## config.mk

```make
export PLATFORM = sky130hd
export DESIGN_NAME = lpsc_core
export DESIGN_NICKNAME = d
export VERILOG_FILES = /design/src/rtl/lpsc_pkg.sv /design/src/rtl/lpsc_core.sv /design/src/rtl/lpsc_i2c_target.sv
export SDC_FILE = /design/constraint.sdc
export NUM_CORES = 1
export LEC_CHECK = 0
export BUFFER_PORTS_ARGS = -buffer_cell sky130_fd_sc_hd__buf_2
export CAP_MARGIN = 30
export CORE_MARGIN = 4
export CORE_UTILIZATION = 41
export CTS_CLUSTER_DIAMETER = 30
export DETAILED_ROUTE_END_ITERATION = 7
export PLACE_DENSITY = 0.71
export RECOVER_POWER = 25
export SYNTH_ARGS = -nofsm -noshare
export SYNTH_HDL_FRONTEND = slang
export SYNTH_SLANG_ARGS = --single-unit
```

## constraint.sdc

```tcl
create_clock -name clk_sys -period 10 [get_ports clk_sys]
set_input_delay 2 -clock clk_sys [delete_from_list [all_inputs] [get_ports clk_sys]]
set_output_delay 2 -clock clk_sys [all_outputs]
set_load 0.02 [all_outputs]
```

## src/rtl/lpsc_pkg.sv

```systemverilog
// Shared constants and types of the light and proximity sensor core
package lpsc_pkg;
	// Clock and timing figures
	localparam int CLK_MHZ       = 250;
	localparam int STEP_NS       = 2730000;
	localparam int STEP_CYC      = (STEP_NS * CLK_MHZ) / 1000;
	localparam int PULSE_US      = 16;
	localparam int PULSE_CYC     = PULSE_US * CLK_MHZ;
	localparam int WAIT_LONG_MUL = 12;
	// Result width and saturation value
	localparam int          DATA_W   = 16;
	localparam logic [15:0] DATA_MAX = 16'hFFFF;
	// Read indices on the serial bus, and the clear index for writes
	localparam logic [7:0] IDX_WB_LO  = 8'h00;
	localparam logic [7:0] IDX_WB_HI  = 8'h01;
	localparam logic [7:0] IDX_IR_LO  = 8'h02;
	localparam logic [7:0] IDX_IR_HI  = 8'h03;
	localparam logic [7:0] IDX_PX_LO  = 8'h04;
	localparam logic [7:0] IDX_PX_HI  = 8'h05;
	localparam logic [7:0] IDX_STATUS = 8'h06;
	localparam logic [7:0] IDX_CLEAR  = 8'h07;
	// Bit positions in the clear byte
	localparam int CLR_ALS_BIT = 0;
	localparam int CLR_PX_BIT  = 1;
	// LED sink levels in mA
	localparam logic [9:0] LED_MA_0 = 10'h00F;
	localparam logic [9:0] LED_MA_1 = 10'h01E;
	localparam logic [9:0] LED_MA_2 = 10'h03C;
	localparam logic [9:0] LED_MA_3 = 10'h078;
	// Measurement sequencer states, ordered as the cycle runs
	typedef enum logic [1:0] {
		ST_SLEEP = 2'b00,
		ST_PROX  = 2'b01,
		ST_WAIT  = 2'b10,
		ST_ALS   = 2'b11
	} lpsc_state_e;
	// Serial target states
	typedef enum logic [2:0] {
		I_IDLE = 3'b000,
		I_ADDR = 3'b001,
		I_ACKA = 3'b010,
		I_WR   = 3'b011,
		I_ACKW = 3'b100,
		I_RD   = 3'b101,
		I_ACKR = 3'b110
	} lpsc_i2c_e;
endpackage : lpsc_pkg

```

## src/rtl/lpsc_core.sv

```systemverilog
// Light and proximity sensor core: sequencer, converters, thresholds, LED and bus
`timescale 1ns/1ps
// Functional notes
// - Wideband and infrared converters integrate together, 16-bit saturating results.
// - Finished conversion copies results into readable data registers.
// - Host reaches the device as target on a two-wire serial bus.
// - Interrupt stays asserted as a level until host clears it.
// - Result above upper or below lower threshold raises interrupt condition.
// - Interrupt only after programmed count of consecutive exceedances.
// - Ambient and proximity paths own thresholds and persistence, evaluated apart.
// - LED sink current selectable as 15, 30, 60 or 120 mA.
// - Power divide bit cuts LED drive by a factor of eight.
// - One to 255 LED pulses per proximity measurement.
// - Each proximity LED pulse has a 16 us period.
// - Interrupt output open-drain, active low, released when nothing pending.
// - LED sink open-drain, pulls current only during proximity pulses.
// - Ambient and proximity interrupts each have their own enable.
// - Sleep-after-interrupt option sends device to sleep once interrupt raised.
// - Wait between cycles programmable from 2.7 ms to above 8 s.
// - Proximity saturation bit set when front end saturates.
// - Programmable offset subtracted from proximity results against crosstalk.
// - Ambient gain and integration time programmable, with reduced-gain setting.
// - Ambient integration of 1 to 256 steps of 2.73 ms.
module lpsc_core #(
	parameter int         STEP_CYCLES = lpsc_pkg::STEP_CYC,
	parameter int         PULSE_CYCLES = lpsc_pkg::PULSE_CYC,
	parameter logic [6:0] DEV_ADDR = 7'h2A
) (
	// Clock and reset
	input  wire logic        clk_sys,
	input  wire logic        reset,
	// Serial bus pins
	input  wire logic        scl_in,
	input  wire logic        sda_in,
	output logic             sda_out,
	output logic             sda_oe,
	// Interrupt pin, open drain
	output logic             int_n_out,
	output logic             int_n_oe,
	// LED sink pin, open drain
	output logic             led_sink_out,
	output logic             led_sink_oe,
	output logic [9:0]       led_drive_eighth_ma,
	// Converter front end, same clock
	input  wire logic        wideband_channel_pulse,
	input  wire logic        infrared_channel_pulse,
	input  wire logic        prox_pulse,
	input  wire logic        prox_afe_sat,
	// Sequencing control
	input  wire logic        power_on,
	input  wire logic        prox_en,
	input  wire logic        wait_en,
	input  wire logic        ambient_light_sensing_en,
	input  wire logic        sleep_after_int,
	input  wire logic [7:0]  wait_steps_m1,
	input  wire logic        wait_long,
	// Ambient settings
	input  wire logic [7:0]  als_steps_m1,
	input  wire logic [1:0]  als_gain,
	input  wire logic        als_gain_reduced,
	input  wire logic [15:0] als_lo,
	input  wire logic [15:0] als_hi,
	input  wire logic [3:0]  als_pers,
	input  wire logic        als_int_en,
	// Proximity settings
	input  wire logic [7:0]  prox_pulses,
	input  wire logic [7:0]  prox_offset,
	input  wire logic [1:0]  led_current_sel,
	input  wire logic        led_power_divide,
	input  wire logic [15:0] prox_lo,
	input  wire logic [15:0] prox_hi,
	input  wire logic [3:0]  prox_pers,
	input  wire logic        prox_int_en,
	// Status
	output logic [15:0]      wideband_data,
	output logic [15:0]      infrared_data,
	output logic [15:0]      prox_data,
	output logic             prox_sat,
	output logic             data_valid,
	output logic             als_int,
	output logic             prox_int,
	output logic [1:0]       seq_state
);
	localparam int W = lpsc_pkg::DATA_W;
	localparam logic [19:0] STEP_LAST  = 20'(STEP_CYCLES - 1);
	localparam logic [19:0] PULSE_LAST = 20'(PULSE_CYCLES - 1);
	localparam logic [19:0] PULSE_HALF = 20'(PULSE_CYCLES / 2);
	localparam logic [11:0] LONG_MUL   = 12'(lpsc_pkg::WAIT_LONG_MUL);

	// Elaboration checks on timing parameters
	if (STEP_CYCLES < 2 || STEP_CYCLES > 1048575) begin : g_bad_step
		$error("STEP_CYCLES out of range");
	end
	if (PULSE_CYCLES < 2 || PULSE_CYCLES > STEP_CYCLES) begin : g_bad_pulse
		$error("PULSE_CYCLES out of range");
	end

	typedef struct packed {
		lpsc_pkg::lpsc_state_e st;
		logic [19:0]           cyc;
		logic [11:0]           steps;
		logic [7:0]            pls;
		logic [W-1:0]          wb_acc;
		logic [W-1:0]          ir_acc;
		logic [W-1:0]          px_acc;
		logic                  sat_acc;
		logic [W-1:0]          wb_q;
		logic [W-1:0]          ir_q;
		logic [W-1:0]          px_q;
		logic                  sat_q;
		logic                  valid;
		logic [3:0]            als_cnt;
		logic [3:0]            px_cnt;
		logic                  als_int;
		logic                  px_int;
		logic                  led_on;
		logic [9:0]            drive;
	} lpsc_core_s;

	lpsc_core_s q, s;

	logic        wr_stb;
	logic [7:0]  wr_index;
	logic [7:0]  wr_data;
	logic [7:0]  rd_index;
	logic [7:0]  rd_data;

	// Host bus target
	lpsc_i2c_target #(
		.DEV_ADDR (DEV_ADDR)
	) u_bus (
		.clk_sys  (clk_sys),
		.reset    (reset),
		.scl_in   (scl_in),
		.sda_in   (sda_in),
		.sda_out  (sda_out),
		.sda_oe   (sda_oe),
		.wr_stb   (wr_stb),
		.wr_index (wr_index),
		.wr_data  (wr_data),
		.rd_index (rd_index),
		.rd_data  (rd_data)
	);

	// Saturating add; top bit flags overflow
	function automatic logic [W:0] sadd(input logic [W-1:0] a, input logic [W-1:0] b);
		logic [W:0] t;
		t = {1'b0, a} + {1'b0, b};
		sadd = t[W] ? {1'b1, lpsc_pkg::DATA_MAX} : t;
	endfunction : sadd

	// Readback mux, fetched by the target when a byte starts
	always_comb begin
		unique case (rd_index)
			lpsc_pkg::IDX_WB_LO:  rd_data = q.wb_q[7:0];
			lpsc_pkg::IDX_WB_HI:  rd_data = q.wb_q[15:8];
			lpsc_pkg::IDX_IR_LO:  rd_data = q.ir_q[7:0];
			lpsc_pkg::IDX_IR_HI:  rd_data = q.ir_q[15:8];
			lpsc_pkg::IDX_PX_LO:  rd_data = q.px_q[7:0];
			lpsc_pkg::IDX_PX_HI:  rd_data = q.px_q[15:8];
			lpsc_pkg::IDX_STATUS: rd_data = {4'h0, q.sat_q, q.px_int, q.als_int, q.valid};
			default:              rd_data = 8'h00;
		endcase
	end

	logic [W-1:0]          wt;
	logic [W-1:0]          wbn;
	logic [W-1:0]          pxn;
	logic [W:0]            sum;
	logic [W:0]            pdiff;
	logic [11:0]           wbase;
	logic [11:0]           wtot;
	logic [3:0]            cn;
	logic                  done;
	logic                  als_new;
	logic                  px_new;
	logic                  out_of;
	logic                  set_als;
	logic                  set_px;
	logic                  clr_als;
	logic                  clr_px;
	logic                  pend;
	lpsc_pkg::lpsc_state_e nxt;

	// Sequencer, converters and threshold logic
	always_comb begin
		s = q;
		wbn = q.wb_q;
		pxn = q.px_q;
		sum = '0;
		pdiff = '0;
		cn = 4'h0;
		done = 1'b0;
		als_new = 1'b0;
		px_new = 1'b0;
		out_of = 1'b0;
		set_als = 1'b0;
		set_px = 1'b0;
		nxt = lpsc_pkg::ST_SLEEP;
		wt = als_gain_reduced ? 16'h0001 : (16'h0001 << als_gain);
		wbase = {4'h0, wait_steps_m1} + 12'h001;
		wtot = wait_long ? 12'(wbase * LONG_MUL) : wbase;
		clr_als = wr_stb && wr_index == lpsc_pkg::IDX_CLEAR && wr_data[lpsc_pkg::CLR_ALS_BIT];
		clr_px = wr_stb && wr_index == lpsc_pkg::IDX_CLEAR && wr_data[lpsc_pkg::CLR_PX_BIT];
		pend = q.als_int | q.px_int;
		unique case (q.st)
			lpsc_pkg::ST_SLEEP: begin
				s.led_on = 1'b0;
				done = power_on && !(sleep_after_int && pend);
			end
			lpsc_pkg::ST_PROX: begin
				s.cyc = q.cyc + 20'h0_0001;
				s.led_on = q.cyc < PULSE_HALF;
				if (q.led_on && prox_pulse) begin
					sum = sadd(q.px_acc, 16'h0001);
					s.px_acc = sum[W-1:0];
					s.sat_acc = q.sat_acc | sum[W];
				end
				if (prox_afe_sat) s.sat_acc = 1'b1;
				if (q.cyc == PULSE_LAST) begin
					s.cyc = 20'h0_0000;
					s.pls = q.pls + 8'h01;
					done = s.pls >= prox_pulses;
				end
				if (done) begin
					// Offset removal clamps at zero rather than wrapping
					pdiff = {1'b0, s.px_acc} - {9'h000, prox_offset};
					pxn = pdiff[W] ? 16'h0000 : pdiff[W-1:0];
					s.px_q = pxn;
					s.sat_q = s.sat_acc;
					px_new = 1'b1;
				end
			end
			lpsc_pkg::ST_WAIT: begin
				s.cyc = q.cyc + 20'h0_0001;
				if (q.cyc == STEP_LAST) begin
					s.cyc = 20'h0_0000;
					s.steps = q.steps + 12'h001;
					done = s.steps >= wtot;
				end
			end
			lpsc_pkg::ST_ALS: begin
				s.cyc = q.cyc + 20'h0_0001;
				// Both channels integrate over the same window
				if (wideband_channel_pulse) begin
					sum = sadd(q.wb_acc, wt);
					s.wb_acc = sum[W-1:0];
				end
				if (infrared_channel_pulse) begin
					sum = sadd(q.ir_acc, wt);
					s.ir_acc = sum[W-1:0];
				end
				if (q.cyc == STEP_LAST) begin
					s.cyc = 20'h0_0000;
					s.steps = q.steps + 12'h001;
					done = q.steps == {4'h0, als_steps_m1};
				end
				if (done) begin
					wbn = s.wb_acc;
					s.wb_q = s.wb_acc;
					s.ir_q = s.ir_acc;
					s.valid = 1'b1;
					als_new = 1'b1;
				end
			end
		endcase

		// Ambient threshold with its own persistence
		if (als_new) begin
			out_of = wbn > als_hi || wbn < als_lo;
			cn = !out_of ? 4'h0 : (q.als_cnt == 4'hF ? 4'hF : q.als_cnt + 4'h1);
			s.als_cnt = cn;
			set_als = out_of && cn >= als_pers && als_int_en;
		end
		// Proximity threshold with its own persistence
		if (px_new) begin
			out_of = pxn > prox_hi || pxn < prox_lo;
			cn = !out_of ? 4'h0 : (q.px_cnt == 4'hF ? 4'hF : q.px_cnt + 4'h1);
			s.px_cnt = cn;
			set_px = out_of && cn >= prox_pers && prox_int_en;
		end
		// Sticky until the host clears; a new event wins over the clear
		s.als_int = (q.als_int & ~clr_als) | set_als;
		s.px_int = (q.px_int & ~clr_px) | set_px;

		// Next phase follows the fixed order, skipping disabled ones
		if (done) begin
			if (q.st == lpsc_pkg::ST_SLEEP && prox_en) begin
				nxt = lpsc_pkg::ST_PROX;
			end else if (q.st <= lpsc_pkg::ST_PROX && wait_en) begin
				nxt = lpsc_pkg::ST_WAIT;
			end else if (q.st <= lpsc_pkg::ST_WAIT && ambient_light_sensing_en) begin
				nxt = lpsc_pkg::ST_ALS;
			end
			s.st = nxt;
			s.cyc = 20'h0_0000;
			s.steps = 12'h000;
			s.pls = 8'h00;
			if (nxt == lpsc_pkg::ST_PROX) begin
				s.px_acc = 16'h0000;
				s.sat_acc = 1'b0;
			end
			if (nxt == lpsc_pkg::ST_ALS) begin
				s.wb_acc = 16'h0000;
				s.ir_acc = 16'h0000;
			end
		end
		// Power off or a raised interrupt with the option set parks in sleep
		if (!power_on || (sleep_after_int && (s.als_int | s.px_int))) begin
			s.st = lpsc_pkg::ST_SLEEP;
			s.led_on = 1'b0;
		end

		// Drive level in eighths of a mA so the divided level stays exact
		unique case (led_current_sel)
			2'b00: s.drive = lpsc_pkg::LED_MA_0;
			2'b01: s.drive = lpsc_pkg::LED_MA_1;
			2'b10: s.drive = lpsc_pkg::LED_MA_2;
			2'b11: s.drive = lpsc_pkg::LED_MA_3;
		endcase
		if (!led_power_divide) s.drive = {s.drive[6:0], 3'b000};
	end

	// State register
	always_ff @(posedge clk_sys or posedge reset) begin
		if (reset) begin
			q <= '0;
			q.st <= lpsc_pkg::ST_SLEEP;
		end else begin
			q <= s;
		end
	end

	// Pins and status outputs
	assign int_n_out           = 1'b0;
	assign int_n_oe            = q.als_int | q.px_int;
	assign led_sink_out        = 1'b0;
	assign led_sink_oe         = q.led_on;
	assign led_drive_eighth_ma = q.drive;
	assign wideband_data       = q.wb_q;
	assign infrared_data       = q.ir_q;
	assign prox_data           = q.px_q;
	assign prox_sat            = q.sat_q;
	assign data_valid          = q.valid;
	assign als_int             = q.als_int;
	assign prox_int            = q.px_int;
	assign seq_state           = q.st;
endmodule : lpsc_core

```

## src/rtl/lpsc_i2c_target.sv

```systemverilog
// Two-wire serial bus target with byte pointer, write strobe and read fetch
`timescale 1ns/1ps
module lpsc_i2c_target #(
	parameter logic [6:0] DEV_ADDR = 7'h2A
) (
	// Clock and reset
	input  wire logic       clk_sys,
	input  wire logic       reset,
	// Bus pins
	input  wire logic       scl_in,
	input  wire logic       sda_in,
	output logic            sda_out,
	output logic            sda_oe,
	// Register side
	output logic            wr_stb,
	output logic [7:0]      wr_index,
	output logic [7:0]      wr_data,
	output logic [7:0]      rd_index,
	input  wire logic [7:0] rd_data
);
	typedef struct packed {
		logic [2:0]         scl_s;
		logic [2:0]         sda_s;
		logic               scl;
		logic               sda;
		lpsc_pkg::lpsc_i2c_e st;
		logic [3:0]         bits;
		logic [7:0]         sh;
		logic               rw;
		logic               first;
		logic               nack;
		logic               oe;
		logic [7:0]         ptr;
		logic               wr_stb;
		logic [7:0]         wr_idx;
		logic [7:0]         wr_dat;
	} lpsc_i2c_s;

	lpsc_i2c_s q, s;
	logic      rise, fall, start, stop;

	// Bit engine; data changes only while the clock line is low
	always_comb begin
		s = q;
		s.wr_stb = 1'b0;
		s.scl_s = {q.scl_s[1:0], scl_in};
		s.sda_s = {q.sda_s[1:0], sda_in};
		if (q.scl_s[1] == q.scl_s[2]) s.scl = q.scl_s[2];
		if (q.sda_s[1] == q.sda_s[2]) s.sda = q.sda_s[2];
		rise  = s.scl & ~q.scl;
		fall  = ~s.scl & q.scl;
		start = q.scl & s.scl & q.sda & ~s.sda;
		stop  = q.scl & s.scl & ~q.sda & s.sda;
		if (start) begin
			s.st = lpsc_pkg::I_ADDR;
			s.bits = 4'h0;
			s.oe = 1'b0;
		end else if (stop) begin
			s.st = lpsc_pkg::I_IDLE;
			s.oe = 1'b0;
		end else begin
			unique case (q.st)
				lpsc_pkg::I_IDLE: begin
				end
				lpsc_pkg::I_ADDR, lpsc_pkg::I_WR: begin
					if (rise) begin
						s.sh = {q.sh[6:0], s.sda};
						s.bits = q.bits + 4'h1;
					end else if (fall && q.bits == 4'h8) begin
						s.bits = 4'h0;
						s.oe = 1'b1; // Acknowledge low
						if (q.st == lpsc_pkg::I_ADDR) begin
							s.rw = q.sh[0];
							s.st = lpsc_pkg::I_ACKA;
							if (q.sh[7:1] != DEV_ADDR) begin
								s.oe = 1'b0;
								s.st = lpsc_pkg::I_IDLE;
							end
						end else begin
							s.st = lpsc_pkg::I_ACKW;
							if (q.first) begin
								s.ptr = q.sh; // First byte sets the pointer
								s.first = 1'b0;
							end else begin
								s.wr_stb = 1'b1;
								s.wr_idx = q.ptr;
								s.wr_dat = q.sh;
								s.ptr = q.ptr + 8'h01;
							end
						end
					end
				end
				lpsc_pkg::I_ACKA, lpsc_pkg::I_ACKR: begin
					if (rise && q.st == lpsc_pkg::I_ACKR) s.nack = s.sda;
					if (fall) begin
						if (q.rw && !(q.st == lpsc_pkg::I_ACKR && q.nack)) begin
							s.st = lpsc_pkg::I_RD;
							s.sh = {rd_data[6:0], 1'b0};
							s.oe = ~rd_data[7];
							s.bits = 4'h1;
							s.ptr = q.ptr + 8'h01;
						end else if (q.rw) begin
							s.oe = 1'b0; // Controller ended the read
							s.st = lpsc_pkg::I_IDLE;
						end else begin
							s.oe = 1'b0;
							s.st = lpsc_pkg::I_WR;
							s.first = 1'b1;
						end
					end
				end
				lpsc_pkg::I_ACKW: begin
					if (fall) begin
						s.oe = 1'b0;
						s.st = lpsc_pkg::I_WR;
					end
				end
				lpsc_pkg::I_RD: begin
					if (fall) begin
						if (q.bits == 4'h8) begin
							s.oe = 1'b0;
							s.bits = 4'h0;
							s.st = lpsc_pkg::I_ACKR;
						end else begin
							s.oe = ~q.sh[7];
							s.sh = {q.sh[6:0], 1'b0};
							s.bits = q.bits + 4'h1;
						end
					end
				end
				default: s.st = lpsc_pkg::I_IDLE;
			endcase
		end
	end

	// State register; idle lines read high
	always_ff @(posedge clk_sys or posedge reset) begin
		if (reset) begin
			q <= '0;
			q.scl_s <= 3'h7;
			q.sda_s <= 3'h7;
			q.scl <= 1'b1;
			q.sda <= 1'b1;
			q.st <= lpsc_pkg::I_IDLE;
		end else begin
			q <= s;
		end
	end

	assign sda_out  = 1'b0;
	assign sda_oe   = q.oe;
	assign wr_stb   = q.wr_stb;
	assign wr_index = q.wr_idx;
	assign wr_data  = q.wr_dat;
	assign rd_index = q.ptr;
endmodule : lpsc_i2c_target

```

==> results of run 1 <==
[metrics by stage]
step                area (um^2)  hold slack (ns)  setup slack, ns
floorplan                 15500           0.3452            2.083
global placement          16450           0.3518            1.073
detailed placement        16490           0.3497           0.8789
CTS                       18470           0.3599            1.457
global route              18470           0.3661           0.4281
finish                    18470           0.3620            1.392
[flip-flops by register name, indices dropped and copies added (netlist names)]
signal / cells
als_int: 1
data_valid: 1
infrared_data: 16
led_drive_eighth_ma: 10
led_sink_oe: 1
prox_data: 16
prox_int: 1
prox_sat: 1
q: 97
seq_state: 2
u_bus.q: 26
u_bus.rd_index: 8
u_bus.sda_oe: 1
u_bus.wr_data: 2
u_bus.wr_index: 8
u_bus.wr_stb: 1
wideband_data: 16
[final timing paths]
| check | end | slack, ns | cells after the start |
|---|---|---|---|
| max in group asynchronous | q[18] | 1.81 | 3 |
| max | seq_state[1] | 1.39 | 30 |
| min reg2reg | u_bus.q[47] | 0.36 | 0 |
| max reg2reg | seq_state[1] | 1.56 | 30 |
| min | u_bus.q[47] | 0.36 | 0 |
| min in group asynchronous | q[74] | 1.32 | 2 |
[final cells by class]
cell class	instances	area (um^2)
Antenna cell	2	5.005
Clock buffer	68	1504
Clock inverter	34	478.0
Fill cell	3488	18490
Inverter	125	470.5
Multi-Input combinational cell	1421	9077
Sequential cell	208	5215
Tap cell	504	630.6
Timing Repair Buffer	207	1091
[worst register-to-register path, delay by kind of cell (launching register included)]
family	cells	cell delay (ns)
AOI/OAI and AO/OA	16	3.87
and+or+nand+nor	10	3.07
adders and majority gates	3	0.82
DFF	1	0.49
buffers and inverters	1	0.09
[cells in the final DEF, fill, tap and decap left out, drive strengths merged, types with 12 or more instances in the layout]
master  instances
ha            127
a311oi         14
nor2          179
o21ai         142
clkinv         14
a31oi          26
nand2b         12
mux2i          17
buf           204
nor3           30
nand2         220
and3           27
nor4           18
o31ai          13
a21oi         127
xor2           42
dfrtp         200
a22oi          20
o211ai         13
inv           130
and2           20
nor2b          23
or2            14
clkbuf         71
nand4          30
nand3          67
a211oi         21
a21o           20
o21a           12
xnor2          55
[power by group through the flow]
stage	sequential [W]	combinational [W]	clock, W
CTS	0.000933	0.000366	0.00188
finish	0.000936	0.000366	0.00185
global route	0.000940	0.000415	0.00193
detailed placement	0.000945	0.000363	0
floorplan	0.000918	0.000276	0
global placement	0.000945	0.000349	0
[metal layers]
metal | global-route usage | part of all wire | vias up
met5 | 0 | 0.00096 | -
met4 | 0.08002 | 0.038 | 8
met3 | 0.04540 | 0.084 | 120
met2 | 0.3379 | 0.45 | 583
met1 | 0.2902 | 0.43 | 6969
li1 | - | - | 6908
[kinds of logic (layout without fill, tap and decap cells)]
| group | Yosys count | after routing |
|---|---|---|
| flip-flops | 208 | 208 |
| buffers and inverters | 259 | 434 |
| XOR/XNOR | 97 | 97 |
| multiplexers | 26 | 26 |
| AND/OR/NAND/NOR | 693 | 693 |
| AO/OA/AOI/OAI | 469 | 469 |
| other | 1 | 5 |
| adder cells (fa/ha/maj) | 133 | 133 |
==> metrics.yaml, run 1 <==
outcome:
  status: "complete, but fails checks"
  violations: "max-capacitance violations, max-slew violations"
sta:
  fin_crit_ns: 8.608
  tns_ns: 0
  rsz0062_at_grt: "no"
  tightest_slew_ns: 6.854
  clock.fmax_ghz: 0.1162
  finalMaxSlewViolations: 120
  skew_ns: 0.04241
  setup_viol_count_final: 0
  slew_headroom: -3.569
  layout_worst_path_cycle_share: 0.8608
  final_hold_viol_count: 0
min_path:
  min_from: "u_bus.q[46]"
  worst_hold_path_type: "reg -> reg"
critical_path:
  critPathLaunch: "prox_pulse"
  worstPathArrival_ns: 9.07
  critPathRequiredTime_ns: 10.46
  start_kind: "input pin"
  crit_family: "compound AO/OA/AOI/OAI gates"
  critical_path_class: "in -> reg"
  end_kind: "flop"
  critPathSlowestCell: "nor4b_1"
  r2r-start: "q[80]"
  critPathMaxStageDelay_ns: 0.73
  critPathMaxFanout: 11
  path_buf_inv: 2
clock_tree:
  cts_tree: "built"
  post_cts_buffers: 0
  cts_hold_buf: 0
  cts.clk_slew.worst_paths_ns: 0.05
  insertion_delay_ns: 0.59
  cts_buffers: 54
  cts_htree_levels: 2
  cts.sinks: 208
  clockBufferDepth: 3
  root_buffer: "clkbuf_16"
  post_cts_resized: 0
finish:
  fin_nets: 2274
  stdcell_count: 2569
  area_growth_syn_to_layout_pct: 19.22
  drive_gt1_frac: 0.1648
  post-route-util: 0.4998
yosys:
  ys_top_cells_by_count: "220 x nand2_1, 200 x dfrtp_1, 179 x nor2_1"
  synth.most_common_cell: "nand2_1"
  synth_xor_area_frac: 0.05483
  synth_edf_count: 0
  muxShareOfSynthArea: 0.01752
  synth_top_cell_by_area: "dfrtp_1"
  synth_top_family_by_area: "simple AND/OR/NAND/NOR gates"
  synth.distinct_cells: 79
  synth_seq_area_share: 0.3366
  async_flop_share: 1.000
  synth_cells: 1886
  synth-compound-area-share: 0.1878
  syn_avg_cell_area_um2: 8.215
  synth.top_cell.area_share: 0.3230
  synthesis.area_um2: 15490
  ys_top_cells_by_area: "dfrtp_1 32%, ha_1 10%, nand2_1 5.3%, o21ai_0 4.6%, nor2_1 4.3%"
  synthAdderAreaFrac: 0.1090
  synth_ff_type: "dfrtp_1"
  synth-simple-area-share: 0.2156
  ys_ff_latch: 208
  yosysWarnings: 0
floorplanning:
  die_h_um: 202.4
  fp.dieW_um: 202.4
  coreArea_um2: 36960
  ioPinCount: 196
  dieArea_um2: 40960
  row_count: 70
  initial_core_util: 0.4192
detailed_routing:
  via_per_inst: 5.678
  drt-initial-drc-count: 1139
  drc: 0
  drt_pre_antenna_iters: 8
  vias: 14588
  postRouteAntennaNets: 0
  totalWireLength_um: 45980
  wl_per_cell_um: 17.90
power_and_ir_drop:
  seqPwrFrac: 0.297
  irDropWorstVdd_v: 0.0001261
  power_density_nw_per_um2: 170.8
  combPwrFrac: 0.116
  cell_internal_pwr_w: 0.002302
  netSwitchingPower_w: 0.0008525
  power.share.clock: 0.587
  finalPower_w: 0.003154
  power.share.switching: 0.2703
  p_leak_nw: 8.973
place:
  portBuffers: 192
  dpl.hpwl_um: 34990
  placed_cells: 2464
  gp_congestion: 0.9186
global_routing:
  grt_usage: 0.2141
  grt_pass1_wl_um: 72430
  grt-ovfl-total: 0
  grt_max_degree: 124
  grt_pass1_vias: 13859
  antenna_found_initial: 6
flow_run:
  maxCapViolCount: 1
Note: power is estimated with default switching activity, not from simulation.
==> run 2, diff against run 1 <==
--- a/config.mk
+++ b/config.mk
@@ -11,7 +11,7 @@
 export CORE_UTILIZATION = 41
 export CTS_CLUSTER_DIAMETER = 30
 export DETAILED_ROUTE_END_ITERATION = 7
-export PLACE_DENSITY = 0.71
+export PLACE_DENSITY = 0.66
 export RECOVER_POWER = 25
 export SYNTH_ARGS = -nofsm -noshare
 export SYNTH_HDL_FRONTEND = slang
==> metrics.yaml, run 2 (same netlist as run 1, synthesis figures left out) <==
power_and_ir_drop:
  combPwrFrac: 0.114  # -0.002
  netSwitchingPower_w: 0.0008624  # +1.2%
  power.share.switching: 0.2691  # -0.001180
  power_density_nw_per_um2: 172.6  # +1.1%
  p_leak_nw: 9.003  # +0.34%
  irDropWorstVdd_v: 0.0001270  # +0.74%
  seqPwrFrac: 0.292  # -0.005
  finalPower_w: 0.003205  # +1.6%
  power.share.clock: 0.594  # +0.007
  cell_internal_pwr_w: 0.002343  # +1.8%
place:
  dpl.hpwl_um: 34830  # -0.44%
  pre_cts_ws_ns: 0.8661  # -0.01278 ns
  placed_cells: 2464  # unchanged
  gp_congestion: 0.9561  # +4.1%
  portBuffers: 192  # unchanged
floorplanning:
  fp.dieW_um: 202.4  # unchanged
  row_count: 70  # unchanged
  initial_core_util: 0.4192  # unchanged
  ioPinCount: 196  # unchanged
  die_h_um: 202.4  # unchanged
  coreArea_um2: 36960  # unchanged
  dieArea_um2: 40960  # unchanged
critical_path:
  start_kind: "input pin"
  critPathMaxFanout: 11  # unchanged
  r2r_cells: 30  # unchanged
  critPathSlowestCell: "a2111oi_0"
  path_buf_inv: 2  # unchanged
  critical_path_class: "in -> reg"
  r2r-end: "seq_state[1]"
  r2r-start: "q[80]"
  critPathMaxStageDelay_ns: 0.79  # +0.06 ns
  worstPathArrival_ns: 9.14  # +0.07 ns
  critPathRequiredTime_ns: 10.45  # about the same
  rrSetupSlack_ns: 1.42  # -0.14 ns
  crit_family: "compound AO/OA/AOI/OAI gates"
  end_kind: "flop"
flow_run:
  maxCapViolCount: 1  # unchanged
min_path:
  min_to: "u_bus.q[47]"
  min_path_cells: 0  # unchanged
  min_from: "u_bus.q[46]"
  worst_hold_path_type: "reg -> reg"
sta:
  slew_headroom: -2.894  # +0.6753
  setup_viol_count_final: 0  # unchanged
  fin_crit_ns: 8.698  # +0.08987 ns
  setup_ws_ns: 1.302  # -0.08987 ns
  layout_worst_path_cycle_share: 0.8698  # +0.008987
  holdWs_ns: 0.3648  # +0.002862 ns
  tightest_slew_ns: 5.841  # -1.013 ns
  clock.fmax_ghz: 0.1150  # -1.0%
  skew_ns: 0.04194  # -0.0004746 ns
  final_hold_viol_count: 0  # unchanged
  tns_ns: 0  # unchanged
  finalMaxSlewViolations: 126  # +5.0%
  rsz0062_at_grt: "no"
clock_tree:
  cts_buffers: 56  # +3.7%
  cts.clk_slew.worst_paths_ns: 0.05  # about the same
  post_cts_buffers: 0  # unchanged
  insertion_delay_ns: 0.59  # about the same
  cts_htree_levels: 2  # unchanged
  cts_tree: "built"
  post_cts_resized: 0  # unchanged
  root_buffer: "clkbuf_16"
  clockBufferDepth: 3  # unchanged
  cts.sinks: 208  # unchanged
  cts_hold_buf: 0  # unchanged
finish:
  drive_gt1_frac: 0.1667  # +0.001858
  top_regs: "q: 97 flops, u_bus.q: 26 flops"
  top_register: "q"
  layout_common_cells: "220 x nand2_1, 200 x dfrtp_1, 190 x buf_2"
  fin_nets: 2276  # +0.088%
  largest_register_ffs: 97  # unchanged
  layout_commonest_cell: "nand2_1"
  area_growth_syn_to_layout_pct: 19.82
  stdcell_count: 2569  # unchanged
detailed_routing:
  drt_pre_antenna_iters: 8  # unchanged
  vias: 14269  # -2.2%
  drt-initial-drc-count: 1055  # -7.4%
  totalWireLength_um: 45600  # -0.82%
  postRouteAntennaNets: 0  # unchanged
  drc: 0  # unchanged
  wl_per_cell_um: 17.75  # -0.82%
  via_per_inst: 5.554  # -2.2%
global_routing:
  grt_max_degree: 135  # +8.9%
  grt_usage: 0.2149  # +0.0007991
  grt-ovfl-total: 0  # unchanged
  antenna_found_initial: 6  # unchanged
  grt_pass1_vias: 13900  # +0.30%
  grt_pass1_wl_um: 72730  # +0.41%
outcome:
  violations: "max-capacitance violations, max-slew violations"
  status: "complete, but fails checks"
## run 2: changes by cell type in the layout (fill, tap and decap cells not counted), moves of 2 or more
cell        before  now
clkinvlp_4       6   10
clkbuf_8        10    8
clkbuf_1         7    3
inv_6            4    2
clkbuf_16       54   56
## run 2: power groups by stage
stage	logic (W)	registers, W	clock network, W
global placement	0.000351	0.000945	0
global route	0.000414	0.000941	0.00198
CTS	0.000366	0.000935	0.00193
floorplan	0.000276	0.000918	0
detailed placement	0.000363	0.000947	0
finish	0.000365	0.000937	0.00190
## run 2: worst max-delay path by stage
| stage | from | end | slack, ns | cells past startpoint |
|---|---|---|---|---|
| final | prox_pulse | seq_state[1] | 1.30 | 30 |
| after CTS | prox_pulse | seq_state[1] | 1.44 | 30 |
| after floorplan | prox_pulse | seq_state[0] | 2.08 | 31 |
| after detailed placement | prox_pulse | seq_state[1] | 0.87 | 30 |
| after global routing | prox_pulse | seq_state[0] | 0.63 | 30 |
| after global placement | prox_pulse | seq_state[0] | 1.04 | 30 |
## run 2: routing by layer
layer,track usage,up-vias,wire [um]
li1,-,6925,-
met5,0,-,43
met3,0.05118,109,3579
met4,0.08341,8,1697
met2,0.3371,509,20300
met1,0.2884,6718,19980
## run 2: final cells by class
type                       instances  area, um^2
timing repair buffer             207        1117
tap                              504       630.6
fill                            3540       18400
clock buffer                      65        1515
inverter                         125       470.5
multi-input combinational       1421        9077
sequential                       208        5215
clock inverter                    38       535.5
antenna                            1       2.502
## run 2: through the flow
stage / cell area, um^2 / util
6_report: 18560 / 0.5023
5_1_grt: 18560 / 0.5023
4_1_cts: 18560 / 0.5022
3_5_place_dp: 16510 / 0.4467
3_3_place_gp: 16440 / 0.4449
2_1_floorplan: 15500 / -
==> run 3, diff against run 2 <==
--- a/config.mk
+++ b/config.mk
@@ -11,6 +11,7 @@
 export CORE_UTILIZATION = 41
 export CTS_CLUSTER_DIAMETER = 30
 export DETAILED_ROUTE_END_ITERATION = 7
+export GPL_TIMING_DRIVEN = 0
 export PLACE_DENSITY = 0.66
 export RECOVER_POWER = 25
 export SYNTH_ARGS = -nofsm -noshare
==> metrics.yaml, run 3 (same netlist as run 1, synthesis figures left out) <==
outcome:
  status: "complete, but fails checks"
  violations: "max-capacitance violations, max-slew violations"
finish:
  layout_commonest_cell: "nand2_1"
  top_regs: "q: 97 flops, u_bus.q: 26 flops"
  largest_register_ffs: 97  # unchanged
  fin_nets: 2393  # +5.1%
  drive_gt1_frac: 0.1776  # +0.01094
  post-route-util: 0.5145  # +0.01222
  diodes: 0  # -1
  area_growth_syn_to_layout_pct: 22.73
  layout_common_cells: "220 x nand2_1, 200 x dfrtp_1, 192 x buf_2"
  nFillCells: 3518  # -0.62%
  top_register: "q"
power_and_ir_drop:
  combPwrFrac: 0.127  # +0.013
  power_density_nw_per_um2: 163.7  # -5.2%
  power.share.clock: 0.576  # -0.018
  power.share.switching: 0.2614  # -0.007732
  p_leak_nw: 9.311  # +3.4%
  seqPwrFrac: 0.297  # +0.005
  cell_internal_pwr_w: 0.002299  # -1.9%
  netSwitchingPower_w: 0.0008133  # -5.7%
  irDropWorstVdd_v: 0.0001203  # -5.3%
place:
  gp_congestion: 0.9235  # -3.4%
  portBuffers: 189  # -1.6%
  dpl.hpwl_um: 36600  # +5.1%
clock_tree:
  cts_tree: "built"
  cts_htree_levels: 2  # unchanged
  clockBufferDepth: 3  # unchanged
  post_cts_buffers: 0  # unchanged
  post_cts_resized: 0  # unchanged
  root_buffer: "clkbuf_16"
  cts.clk_slew.worst_paths_ns: 0.04  # about the same
  insertion_delay_ns: 0.57  # -0.02 ns
  cts.sinks: 208  # unchanged
  cts_hold_buf: 0  # unchanged
  cts_buffers: 53  # -5.4%
floorplanning:
  dieArea_um2: 40960  # unchanged
  coreArea_um2: 36960  # unchanged
  fp.dieW_um: 202.4  # unchanged
  row_count: 70  # unchanged
  ioPinCount: 196  # unchanged
  initial_core_util: 0.4192  # unchanged
  die_h_um: 202.4  # unchanged
critical_path:
  worstPathArrival_ns: 9.66  # +0.52 ns
  critPathMaxStageDelay_ns: 0.56  # -0.23 ns
  critPathMaxFanout: 10  # -1
  critPathRequiredTime_ns: 10.48  # +0.03 ns
  start_kind: "input pin"
  critical_path_class: "in -> reg"
  critPathSlowestCell: "a2111oi_0"
  end_kind: "flop"
detailed_routing:
  vias: 14774  # +3.5%
  totalWireLength_um: 47020  # +3.1%
  wl_per_cell_um: 17.53  # -1.3%
  drt_pre_antenna_iters: 5  # -3
  postRouteAntennaNets: 0  # unchanged
  drt-initial-drc-count: 1102  # +4.5%
  via_per_inst: 5.507  # -0.86%
  drc: 0  # unchanged
flow_run:
  maxCapViolCount: 1  # unchanged
global_routing:
  grt_usage: 0.2217  # +0.006779
  grt_pass1_vias: 14294  # +2.8%
  grt_pass1_wl_um: 74580  # +2.6%
  grt-ovfl-total: 0  # unchanged
  grt_max_degree: 118  # -13%
  antenna_found_initial: 5  # -1
sta:
  skew_ns: 0.01852  # -0.02342 ns
  clock.fmax_ghz: 0.1089  # -5.2%
  final_hold_viol_count: 0  # unchanged
  slew_headroom: -2.635  # +0.2585
  finalMaxSlewViolations: 118  # -6.3%
  layout_worst_path_cycle_share: 0.9179  # +0.04809
  setup_viol_count_final: 0  # unchanged
  fin_crit_ns: 9.179  # +0.4809 ns
  tightest_slew_ns: 5.423  # -0.4176 ns
  rsz0062_at_grt: "no"
  holdWs_ns: 0.3623  # -0.002536 ns
min_path:
  worst_hold_path_type: "reg -> reg"
[run 3: power by group through the flow]
stage | clock network, W | logic (W) | registers, W
finish | 0.00179 | 0.000395 | 0.000923
global placement | 0 | 0.000377 | 0.000933
floorplan | 0 | 0.000276 | 0.000918
detailed placement | 0 | 0.000389 | 0.000932
global route | 0.00186 | 0.000444 | 0.000927
CTS | 0.00182 | 0.000392 | 0.000921
[run 3: per-stage QoR]
stage / power, W / setup WS (ns) / setup TNS, ns / std cells / cell area (um^2)
final: 0.003112 / 0.8208 / 0 / 2683 / 19020
after global routing: 0.003236 / 0.3678 / 0 / 2683 / 19020
after CTS: 0.003131 / 0.9266 / 0 / 2682 / 19020
after detailed placement: 0.001322 / 0.4205 / 0 / 2584 / 17120
after global placement: 0.001310 / -0.3456 / -62.96 / 2581 / 17080
after floorplan: 0.001194 / 2.083 / 0 / 1888 / 15500
[run 3: worst paths after layout]
path	startpoint	endpoint	slack, ns	cells after the start
setup / recovery	prox_pulse	seq_state[0]	0.82	33
hold / removal	u_bus.q[49]	u_bus.q[50]	0.36	0
setup reg to reg	q[80]	seq_state[0]	1.20	32
hold reg to reg	u_bus.q[49]	u_bus.q[50]	0.36	0
max in group asynchronous	reset	q[109]	4.45	2
min in group asynchronous	reset	q[76]	3.11	2
[run 3: layer usage]
| layer | GRT usage | wire (um) | vias to the layer above |
|---|---|---|---|
| li1 | - | - | 7156 |
| met1 | 0.2951 | 20390 | 6930 |
| met2 | 0.3504 | 20770 | 564 |
| met3 | 0.05567 | 3993 | 114 |
| met4 | 0.08196 | 1809 | 10 |
| met5 | 0 | 62 | - |
[run 3: area by class of cell]
type                    instances  area (um^2)  area share
well taps                     504        630.6     0.03316
clock inverters                30        416.7     0.02191
multi-input cells            1421         9071      0.4770
flip-flops and latches        208         5215      0.2742
plain buffers                 134        745.7     0.03922
repair buffers                193        983.4     0.05172
inverters                     125        470.5     0.02474
clock buffers                  68         1483     0.07797
[run 3: critical path, delay by kind of cell]
| kind | cells | cell delay (ns) |
|---|---|---|
| compound gates | 15 | 3.45 |
| simple gates | 9 | 2.24 |
| buf+inv | 6 | 1.06 |
| fa+ha+maj | 3 | 0.91 |
